## config.mk

```make
export PLATFORM = sky130hd
export DESIGN_NAME = mnr_info_regs
export DESIGN_NICKNAME = d
export VERILOG_FILES = /design/src/verilog/mnr_pkg.sv /design/src/verilog/mnr_info_cell.sv /design/src/verilog/mnr_info_regs.sv
export SDC_FILE = /design/constraint.sdc
export NUM_CORES = 1
export LEC_CHECK = 0
export BUFFER_PORTS_ARGS = -buffer_cell sky130_fd_sc_hd__buf_2
export CAP_MARGIN = 20
export CORE_ASPECT_RATIO = 1.2
export CORE_UTILIZATION = 40
export DETAILED_ROUTE_END_ITERATION = 16
export PLACE_DENSITY = 0.73
export SYNTH_ARGS = -nofsm -noshare
export SYNTH_HDL_FRONTEND = slang
export SYNTH_SLANG_ARGS = --single-unit
```

## constraint.sdc

```tcl
create_clock -name CLOCK_I -period 8.9 [get_ports CLOCK_I]
set_input_delay 2.225 -clock CLOCK_I [delete_from_list [all_inputs] [get_ports CLOCK_I]]
set_output_delay 2.225 -clock CLOCK_I [all_outputs]
set_load 0.05 [all_outputs]
```

## src/verilog/mnr_pkg.sv

```systemverilog
package mnr_pkg;

  // Command codes answered by this bank
  localparam logic [7:0]  CMD_MAKER_ID   = 8'h99;
  localparam logic [7:0]  CMD_MODEL      = 8'h9A;
  localparam logic [7:0]  CMD_REVISION   = 8'h9B;

  // Block payload layout
  localparam int          INFO_W         = 24;
  localparam int          INFO_BYTES     = 3;
  localparam logic [7:0]  BLOCK_COUNT    = 8'h03;
  localparam logic [7:0]  RD_PAD_BYTE    = 8'hFF;
  localparam logic [2:0]  CNT_LAST       = 3'h3;
  localparam logic [2:0]  CNT_OVER       = 3'h4;

  // Register index inside the bank
  localparam logic [1:0]  IDX_MAKER_ID   = 2'h0;
  localparam logic [1:0]  IDX_MODEL      = 2'h1;
  localparam logic [1:0]  IDX_REVISION   = 2'h2;
  localparam int          NUM_REGS       = 3;

  typedef enum logic [2:0] {
    ST_IDLE = 3'b001,
    ST_WR   = 3'b010,
    ST_RD   = 3'b100
  } mnr_state_t;

endpackage : mnr_pkg
```

## src/verilog/mnr_info_cell.sv

```systemverilog
`timescale 1ns/10ps
`default_nettype none
module mnr_info_cell
  import mnr_pkg::*;
(
  // Clock and reset
  input  wire logic              clk_i,
  input  wire logic              srst_i,
  // Nonvolatile image load
  input  wire logic              load_i,
  input  wire logic [INFO_W-1:0] load_val_i,
  // Host write
  input  wire logic              wr_en_i,
  input  wire logic [INFO_W-1:0] wr_val_i,
  // Stored value
  output logic      [INFO_W-1:0] val_o
);

  typedef struct packed {
    logic [INFO_W-1:0] val;
  } mnr_cell_t;

  mnr_cell_t cell_reg;
  mnr_cell_t cell_next;

  always_comb begin
    cell_next = cell_reg;
    // The nonvolatile image is the power-up value and wins over a host write
    if (srst_i || load_i) begin
      cell_next.val = load_val_i;
    end else if (wr_en_i) begin
      cell_next.val = wr_val_i;
    end
  end

  always_ff @(posedge clk_i) begin
    cell_reg <= cell_next;
  end

  assign val_o = cell_reg.val;

endmodule : mnr_info_cell
`default_nettype wire

```

## src/verilog/mnr_info_regs.sv

```systemverilog
// Summary of operation
// Model register answers code 9Ah with block write and block read.
// Revision register answers code 9Bh, block write and read of three bytes.
// Identification register holds 24 bits, any content, reset value from NVM.
// Model register holds 24 read/write bits, initialised from NVM.
// Revision register holds 24 read/write bits, initialised from NVM.
// Each value travels as a 3-byte unsigned binary block payload.
// One shared copy for all channels, page ignored, backed by EEPROM.
// Block read returns count three then data bytes, least significant first.
`timescale 1ns/10ps
`default_nettype none
module mnr_info_regs
  import mnr_pkg::*;
(
  // Clock and reset
  input  wire logic              CLOCK_I,
  input  wire logic              SRST_I,
  // Command from the bus protocol engine
  input  wire logic              CMD_VALID_I,
  input  wire logic [7:0]        CMD_CODE_I,
  input  wire logic              CMD_READ_I,
  input  wire logic              TXN_END_I,
  // Block write byte stream
  input  wire logic              WR_BYTE_VALID_I,
  input  wire logic [7:0]        WR_BYTE_I,
  // Block read byte stream
  input  wire logic              RD_BYTE_REQ_I,
  output logic                   RD_BYTE_VALID_O,
  output logic      [7:0]        RD_BYTE_O,
  // Status
  output logic                   CMD_ACK_O,
  output logic                   WR_ERR_O,
  // Nonvolatile image and stored values
  input  wire logic              NVM_LOAD_I,
  input  wire logic [INFO_W-1:0] NVM_MAKER_ID_I,
  input  wire logic [INFO_W-1:0] NVM_MODEL_I,
  input  wire logic [INFO_W-1:0] NVM_REVISION_I,
  output logic      [INFO_W-1:0] MAKER_ID_O,
  output logic      [INFO_W-1:0] MODEL_O,
  output logic      [INFO_W-1:0] REVISION_O
);

  typedef struct packed {
    mnr_state_t        state;
    logic [1:0]        sel;
    logic [2:0]        cnt;
    logic              count_ok;
    logic [INFO_W-1:0] buffer;
    logic              commit;
    logic              rd_valid;
    logic [7:0]        rd_byte;
    logic              ack;
    logic              err;
  } mnr_ctl_t;

  mnr_ctl_t ctl_reg;
  mnr_ctl_t ctl_next;

  logic [INFO_W-1:0] nvm_val  [NUM_REGS];
  logic [INFO_W-1:0] info_val [NUM_REGS];
  logic              hit;
  logic [1:0]        hit_idx;
  logic [INFO_W-1:0] sel_val;

  assign nvm_val[0] = NVM_MAKER_ID_I;
  assign nvm_val[1] = NVM_MODEL_I;
  assign nvm_val[2] = NVM_REVISION_I;

  // Page selection is deliberately not an input: one copy serves every channel
  genvar gi;
  generate
    for (gi = 0; gi < NUM_REGS; gi++) begin : g_cell
      mnr_info_cell u_cell (
        .clk_i      (CLOCK_I),
        .srst_i     (SRST_I),
        .load_i     (NVM_LOAD_I),
        .load_val_i (nvm_val[gi]),
        .wr_en_i    (ctl_reg.commit && (ctl_reg.sel == 2'(gi))),
        .wr_val_i   (ctl_reg.buffer),
        .val_o      (info_val[gi])
      );
    end
  endgenerate

  always_comb begin
    hit     = 1'b1;
    hit_idx = IDX_MAKER_ID;
    case (CMD_CODE_I)
      CMD_MAKER_ID: hit_idx = IDX_MAKER_ID;
      CMD_MODEL:    hit_idx = IDX_MODEL;
      CMD_REVISION: hit_idx = IDX_REVISION;
      default:      hit     = 1'b0;
    endcase
  end

  assign sel_val = info_val[ctl_reg.sel];

  always_comb begin
    ctl_next          = ctl_reg;
    ctl_next.commit   = 1'b0;
    ctl_next.rd_valid = 1'b0;
    ctl_next.err      = 1'b0;
    if (CMD_VALID_I) begin
      // A new command always restarts the sequence, as after a repeated start
      ctl_next.ack      = hit;
      ctl_next.sel      = hit_idx;
      ctl_next.cnt      = 3'h0;
      ctl_next.count_ok = 1'b0;
      if (!hit) begin
        ctl_next.state = ST_IDLE;
      end else if (CMD_READ_I) begin
        ctl_next.state = ST_RD;
      end else begin
        ctl_next.state = ST_WR;
      end
    end else begin
      case (ctl_reg.state)
        ST_IDLE: begin
          ctl_next.state = ST_IDLE;
        end
        ST_WR: begin
          if (TXN_END_I) begin
            // Short, long or miscounted blocks leave the stored value untouched
            if (ctl_reg.count_ok && (ctl_reg.cnt == CNT_OVER)) begin
              ctl_next.commit = 1'b1;
            end else begin
              ctl_next.err = 1'b1;
            end
            ctl_next.state = ST_IDLE;
          end else if (WR_BYTE_VALID_I) begin
            case (ctl_reg.cnt)
              3'h0: ctl_next.count_ok = (WR_BYTE_I == BLOCK_COUNT);
              3'h1: ctl_next.buffer[7:0]   = WR_BYTE_I;
              3'h2: ctl_next.buffer[15:8]  = WR_BYTE_I;
              3'h3: ctl_next.buffer[23:16] = WR_BYTE_I;
              default: ctl_next.count_ok = 1'b0;
            endcase
            if (ctl_reg.cnt != CNT_OVER) begin
              ctl_next.cnt = ctl_reg.cnt + 3'h1;
            end
          end
        end
        ST_RD: begin
          if (TXN_END_I) begin
            ctl_next.state = ST_IDLE;
          end else if (RD_BYTE_REQ_I) begin
            ctl_next.rd_valid = 1'b1;
            case (ctl_reg.cnt)
              3'h0:    ctl_next.rd_byte = BLOCK_COUNT;
              3'h1:    ctl_next.rd_byte = sel_val[7:0];
              3'h2:    ctl_next.rd_byte = sel_val[15:8];
              3'h3:    ctl_next.rd_byte = sel_val[23:16];
              default: ctl_next.rd_byte = RD_PAD_BYTE;
            endcase
            if (ctl_reg.cnt != CNT_OVER) begin
              ctl_next.cnt = ctl_reg.cnt + 3'h1;
            end
          end
        end
        default: begin
          ctl_next.state = ST_IDLE;
        end
      endcase
    end
  end

  always_ff @(posedge CLOCK_I) begin
    if (SRST_I) begin
      ctl_reg <= '{state: ST_IDLE, sel: IDX_MAKER_ID, cnt: 3'h0, count_ok: 1'b0,
                   buffer: '0, commit: 1'b0, rd_valid: 1'b0, rd_byte: 8'h00,
                   ack: 1'b0, err: 1'b0};
    end else begin
      ctl_reg <= ctl_next;
    end
  end

  assign RD_BYTE_VALID_O = ctl_reg.rd_valid;
  assign RD_BYTE_O       = ctl_reg.rd_byte;
  assign CMD_ACK_O       = ctl_reg.ack;
  assign WR_ERR_O        = ctl_reg.err;
  assign MAKER_ID_O      = info_val[0];
  assign MODEL_O         = info_val[1];
  assign REVISION_O      = info_val[2];

  // Checks

  property p_model_code;
    @(posedge CLOCK_I) disable iff (SRST_I)
      CMD_VALID_I && (CMD_CODE_I == CMD_MODEL) |=> CMD_ACK_O && (ctl_reg.sel == IDX_MODEL);
  endproperty
  a_model_code: assert property (p_model_code) else $error("model code not taken");

  property p_rev_code;
    @(posedge CLOCK_I) disable iff (SRST_I)
      CMD_VALID_I && (CMD_CODE_I == CMD_REVISION) |=> CMD_ACK_O && (ctl_reg.sel == IDX_REVISION);
  endproperty
  a_rev_code: assert property (p_rev_code) else $error("revision code not taken");

  property p_nvm_load;
    @(posedge CLOCK_I)
      NVM_LOAD_I |=> (MAKER_ID_O == $past(NVM_MAKER_ID_I)) && (MODEL_O == $past(NVM_MODEL_I))
                     && (REVISION_O == $past(NVM_REVISION_I));
  endproperty
  a_nvm_load: assert property (p_nvm_load) else $error("nonvolatile image not loaded");

  property p_model_write;
    @(posedge CLOCK_I) disable iff (SRST_I)
      ctl_reg.commit && (ctl_reg.sel == IDX_MODEL) && !NVM_LOAD_I
        |=> MODEL_O == $past(ctl_reg.buffer);
  endproperty
  a_model_write: assert property (p_model_write) else $error("model write lost");

  property p_rev_hold;
    @(posedge CLOCK_I) disable iff (SRST_I)
      !(ctl_reg.commit && (ctl_reg.sel == IDX_REVISION)) && !NVM_LOAD_I |=> $stable(REVISION_O);
  endproperty
  a_rev_hold: assert property (p_rev_hold) else $error("revision changed unasked");

  property p_bad_count;
    @(posedge CLOCK_I) disable iff (SRST_I)
      (ctl_reg.state == ST_WR) && TXN_END_I && !CMD_VALID_I && !ctl_reg.count_ok
        |=> WR_ERR_O && !ctl_reg.commit;
  endproperty
  a_bad_count: assert property (p_bad_count) else $error("bad block count committed");

  property p_read_count;
    @(posedge CLOCK_I) disable iff (SRST_I)
      (ctl_reg.state == ST_RD) && (ctl_reg.cnt == 3'h0) && RD_BYTE_REQ_I
      && !TXN_END_I && !CMD_VALID_I
        |=> RD_BYTE_VALID_O && (RD_BYTE_O == BLOCK_COUNT);
  endproperty
  a_read_count: assert property (p_read_count) else $error("block count byte wrong");

  property p_read_lsb;
    @(posedge CLOCK_I) disable iff (SRST_I)
      (ctl_reg.state == ST_RD) && (ctl_reg.cnt == 3'h1) && RD_BYTE_REQ_I
      && !TXN_END_I && !CMD_VALID_I
        |=> RD_BYTE_VALID_O && (RD_BYTE_O == $past(sel_val[7:0]));
  endproperty
  a_read_lsb: assert property (p_read_lsb) else $error("first data byte not lsb");

  property p_shared_copy;
    @(posedge CLOCK_I) disable iff (SRST_I)
      ctl_reg.commit && (ctl_reg.sel == IDX_MAKER_ID) && !NVM_LOAD_I
        |=> (MAKER_ID_O == $past(ctl_reg.buffer)) && $stable(MODEL_O);
  endproperty
  a_shared_copy: assert property (p_shared_copy) else $error("shared copy not written");

endmodule : mnr_info_regs
`default_nettype wire

```

; Word level (Yosys, flattened, before mapping)
; Index checks and enable logic that the tools add are counted.
[totals]
regBits = 117
inputBits = 96
word_cells = 94
[op_classes]
add_sub_neg = 1
order_cmp = 1
eq_ne = 18
n_mux = 30
bitwise = 6
n_reduce_logical = 23
[op_table]
columns = cell, count
row1 = 2-to-1 mux 24 bit, 8
row2 = 2-to-1 mux 28 bit, 2
row3 = binary-select mux 24 bit (select 2 bit), 1
row4 = case mux 8 bit (4 select lines), 1
row5 = == test 8 bit (second input constant), 3
row6 = 2-to-1 mux 3 bit, 8
row7 = 2-to-1 mux 8 bit, 3
row8 = AND reduction 5 bit, 4
row9 = == test 3 x 2 -> 1 bit (second input constant), 3
row10 = 2-to-1 mux 9 bit, 1
row11 = == test 8 x 2 -> 1 bit (second input constant), 1
row12 = inequality test 2 bit (second input constant), 4
row13 = AND reduction 4 bit, 2
row14 = nonzero test 2 bit, 4
row15 = OR reduction 4 bit, 2
row16 = == test 3 bit (second input constant), 2
row17 = case mux 3 bit (2 select lines), 1
row18 = OR reduction 3 bit, 2
row19 = inverter 1 bit, 5
row20 = logical AND 1 bit, 4
row21 = case mux 2 bit (2 select lines), 1
row22 = OR reduction 2 bit, 2
row23 = adder 3 x 1 -> 3 bit (second input constant), 1
row24 = == test 3 x 1 -> 1 bit (second input constant), 1
row25 = 11 further kinds, 13

; Longest topological paths before layout
[depth]
ltp_word = 6
ltp_mapped = 8
mapped_depth_nobuf = 6

; Cells and area by module
; Synthesis repeated with hierarchy kept, for this count alone.
[unflattened]
cells_unflattened = 458
hier_area_um2 = 5779.3
[by_module_without_submodules]
columns = module, instances, cells_per_inst, area_per_inst_um2
row1 = mnr_info_cell, 3, 52, 1036.0
row2 = mnr_info_regs, 1, 302, 2671.3

; Worst setup path after synthesis
; Ideal clock, no wire load.
[synth_path]
path_type = input to register
startpoint = input port NVM_LOAD_I
endpoint = register g_cell[1].u_cell.cell_reg (netlist bit g_cell[1].u_cell.val_o[0]), enable pin
setup_time_ns = 0.561
arrival_ns = 3.626
required_ns = 8.339
setup_slack_ns = 4.713
stages = 3
n_path_buf = 1
path_cell_list = nor2_1 -> clkbuf_1 -> o21ai_0
[synth_between]
elab_chain_len = 2
[synth_lines]
columns = item, line
row1 = "start, declared", mnr_info_regs.sv:34  ; input wire logic NVM_LOAD_I,
row2 = logical OR 1 bit, mnr_info_cell.sv:29  ; if (srst_i || load_i) begin
row3 = nonzero test 2 bit (no source line), -
row4 = "end signal, assigned", mnr_info_cell.sv:37  ; cell_reg <= cell_next;
row5 = "end, declared", mnr_info_cell.sv:23  ; mnr_cell_t cell_reg;
; No other way between the ends.
; A chain may end at the register's enable or synchronous reset.

; Worst setup path after layout
[layout_path]
startpoint = input port SRST_I
endpoint = register g_cell[0].u_cell.cell_reg (netlist bit g_cell[0].u_cell.val_o[3]), enable pin
[layout_between]
elab_chain_len = 2
[layout_lines]
columns = item, line
row1 = "start, declared", mnr_info_regs.sv:17  ; input wire logic SRST_I,
row2 = logical OR 1 bit, mnr_info_cell.sv:29
row3 = nonzero test 2 bit (no source line), -
row4 = "end signal, assigned", mnr_info_cell.sv:37
row5 = "end, declared", mnr_info_cell.sv:23
; No other way between the ends.

==> flow_summary.yaml <==
setup_path:
  critPathLaunchType: "input pin"
  worstPathRequired_ps: 9050
  crit_family: "simple AND/OR/NAND/NOR gates"
  crit_type: "input pin to flip-flop"
  cp_max_fo: 43
  r2r_cells: 3
  cp_slowest_cell: "nor2_2"
  reg2reg_to: "g_cell[1].u_cell.val_o[3]$_DFFE_PP_"
  crit_start: "SRST_I"
  arrival_ps: 4300
  path_cells: "buf_2 > nor2_2 > o21ai_2 > buf_4"
  slowest_delay_ps: 890
  reg2reg_slack_ps: 6540
  critPathCaptureType: "flip-flop"
  worstReg2RegStart: "ctl_reg[40]$_SDFFE_PP0P_"
  path_buf_inv: 2
grt:
  grt_pass1_wl_um: 24000
  grt_pass1_vias: 4621
  antenna_found_initial: 0
  grt.total_usage: 0.229
  grt_max_degree: 73
  grt_remaining_overflow: 0
placement:
  hpwlAfterDp_um: 12000
  place.gp.congestion: 0.849
  placed_cell_area_mm2: 0.00645
  place_inst: 858
  port_buffers: 178
hold_path:
  min-delay-start: "CMD_ACK_O$_SDFFE_PP0P_"
  hold_path_depth: 2
  min_to: "CMD_ACK_O$_SDFFE_PP0P_"
  hp-class: "flip-flop to flip-flop"
floorplanning:
  die_area_mm2: 0.0143
  die_h_um: 131
  die_w_um: 109
  start_util: 0.415
  num_rows: 46
  boundaryPins: 179
  coreArea_mm2: 0.0134
yosys:
  synth_warnings: 0
  syn_area_mm2: 0.00554
  synth-seq-cells: 117
  synth_edf_count: 72
  synth_seq_area_share: 0.553
  synth.top_cell.area_share: 0.391
  synth.most_common_cell: "nand2_1"
  syn_nets: 653
  async_flop_share: 0
  synth_common_cells: "nand2_1 (170), edfxtp_1 (72), mux2i_1 (49)"
  synth_ff_type: "edfxtp_1"
  yosysTopAreaCell: "edfxtp_1"
  syn_area_per_cell_um2: 10.0
  yosys-top-cells-area: "edfxtp_1 (39%), dfxtp_1 (16%), nand2_1 (12%)"
  syn-instance-count: 551
  ys_types: 43
clock_network:
  cts-hold-fix-buffers: 0
  cts-root-buf: "clkbuf_16"
  cts_resized: 0
  cts_buffer_depth: 2
  cts_sinks: 117
  post_cts_buffers: 0
  cts_tree: "built"
  htreeDepth: 4
  cts_made_buffers: 17
  clkTransAtPathRegs_ps: 50
  clkLatencyLatePin_ps: 410
timing:
  slew_headroom: 0.321
  worst_clock_skew_ps: 9.88
  finalCritPeriodShare: 0.467
  setup_tns_ps: 0
  rsz0062_at_grt: "no"
  max_freq_ghz: 0.241
  tightest_slew_ps: 1020
  finalSetupViolCount: 0
  finalMaxSlewViolations: 0
  hold_viol_final: 0
  final.min_clock_period_ps: 4150
routing:
  wl_met2_um: 8370
  wl_per_cell_um: 18.2
  viasPerCell: 5.24
  num_vias: 4666
  drt-initial-drc-count: 347
  drc: 0
  ant_nets: 0
  first_pass_iters: 5
  routed_wl_um: 16300
  top_layer: "met4"
  wl_met1_um: 6350
  dr_wl_met3_um: 1160
layout:
  num_antenna_cells: 0
  final_layout_size_suffix_gt1_frac: 0.299
  area_delta_synth_final_pct: 26.1
  nets: 812
  fillers: 1198
  fin_cells: 891
  largest_reg_flops: 72
  post-route-cell-area_mm2: 0.00698
power:
  power.leakage_uw: 0.00323
  p_per_area_mw_per_mm2: 206
  vdd_drop_max_mv: 0.133
outcome:
  outcome: "complete, no violations"
job:
  max_cap_viol_count: 0
[worst min-delay path: cells and delay by family, from the launching register on]
family	cells	cell delay, ps
flip-flops	1	300
AO/OA/AOI/OAI	1	60
AND/OR/NAND/NOR	1	60
[layout make-up]
class	instances	area, um2	share of cell area
clock buffers	24	452	0.0647
repair buffers	182	933	0.134
multi-input cells	385	2230	0.320
clock inverters	8	60.1	0.00861
well taps	168	210	0.0301
flip-flops and latches	117	3070	0.439
inverters	7	26.3	0.00377
[logic make-up (layout without fill, tap and decap cells)]
| family | count (synthesis) | in the layout | share of synthesized area |
|---|---|---|---|
| simple gates | 262 | 262 | 0.217 |
| compound gates | 67 | 67 | 0.0805 |
| xor+xnor | 1 | 1 | 0.00158 |
| flops | 117 | 117 | 0.553 |
| mux | 49 | 49 | 0.0886 |
| buf+inv | 49 | 221 | 0.0454 |
| fa+ha+maj | 6 | 6 | 0.0136 |
[metal layers]
metal  vias up  track usage
met4         0        0.128
met3        32       0.0516
li1       2223            -
met1      2225        0.268
met5         -            0
met2       186        0.389
[report_power, final]
| group | leakage [uW] | total, uW | internal, uW | switching (uW) |
|---|---|---|---|---|
| combinational | 0.00186 | 213 | 50.4 | 162 |
| clock | 0.000250 | 596 | 377 | 219 |
| sequential | 0.00112 | 630 | 612 | 18.7 |
[cell usage in the layout (no fill, tap or decap), types with 2 or more instances in the layout]
cell,Yosys,final
buf_2,6,178
nand2_1,170,170
edfxtp_1,72,72
mux2i_1,49,49
dfxtp_1,45,43
nor2_1,30,29
o21ai_0,28,26
nand3b_1,24,24
clkbuf_16,0,17
a22oi_1,16,16
nand2b_1,11,11
a21oi_1,9,9
nor2b_1,8,8
inv_1,7,7
clkbuf_1,22,7
ha_1,6,6
clkinv_1,0,4
and3_1,3,3
nand3_1,3,3
clkinv_2,0,3
buf_4,10,3
o21ai_2,0,2
o2111ai_1,2,2
a22o_1,2,2
and3b_1,2,2
nor4b_1,2,2
nor3_1,2,2
dfxtp_2,0,2
[worst max-delay path by stage]
stage / endpoint / slack (ps) / cells past startpoint
final: g_cell[0].u_cell.val_o[3]$_DFFE_PP_ / 4750 / 4
after global routing: g_cell[0].u_cell.val_o[2]$_DFFE_PP_ / 4570 / 4
after CTS: g_cell[0].u_cell.val_o[3]$_DFFE_PP_ / 4750 / 4
after detailed placement: g_cell[0].u_cell.val_o[1]$_DFFE_PP_ / 4330 / 4
after global placement: g_cell[0].u_cell.val_o[0]$_DFFE_PP_ / 4430 / 4
after floorplan: g_cell[1].u_cell.val_o[0]$_DFFE_PP_ / 4710 / 3
[stage by stage]
stage | power [uW] | utilization | hold slack [ps] | setup WS (ps)
after floorplan | 781 | - | 436 | 4710
after detailed placement | 853 | 0.483 | 463 | 4330
after global placement | 850 | 0.483 | 462 | 4430
after CTS | 1440 | 0.521 | 477 | 4750
after global routing | 1480 | 0.523 | 512 | 4570
final | 1440 | 0.523 | 474 | 4750
(Power assumes the default switching activity.)
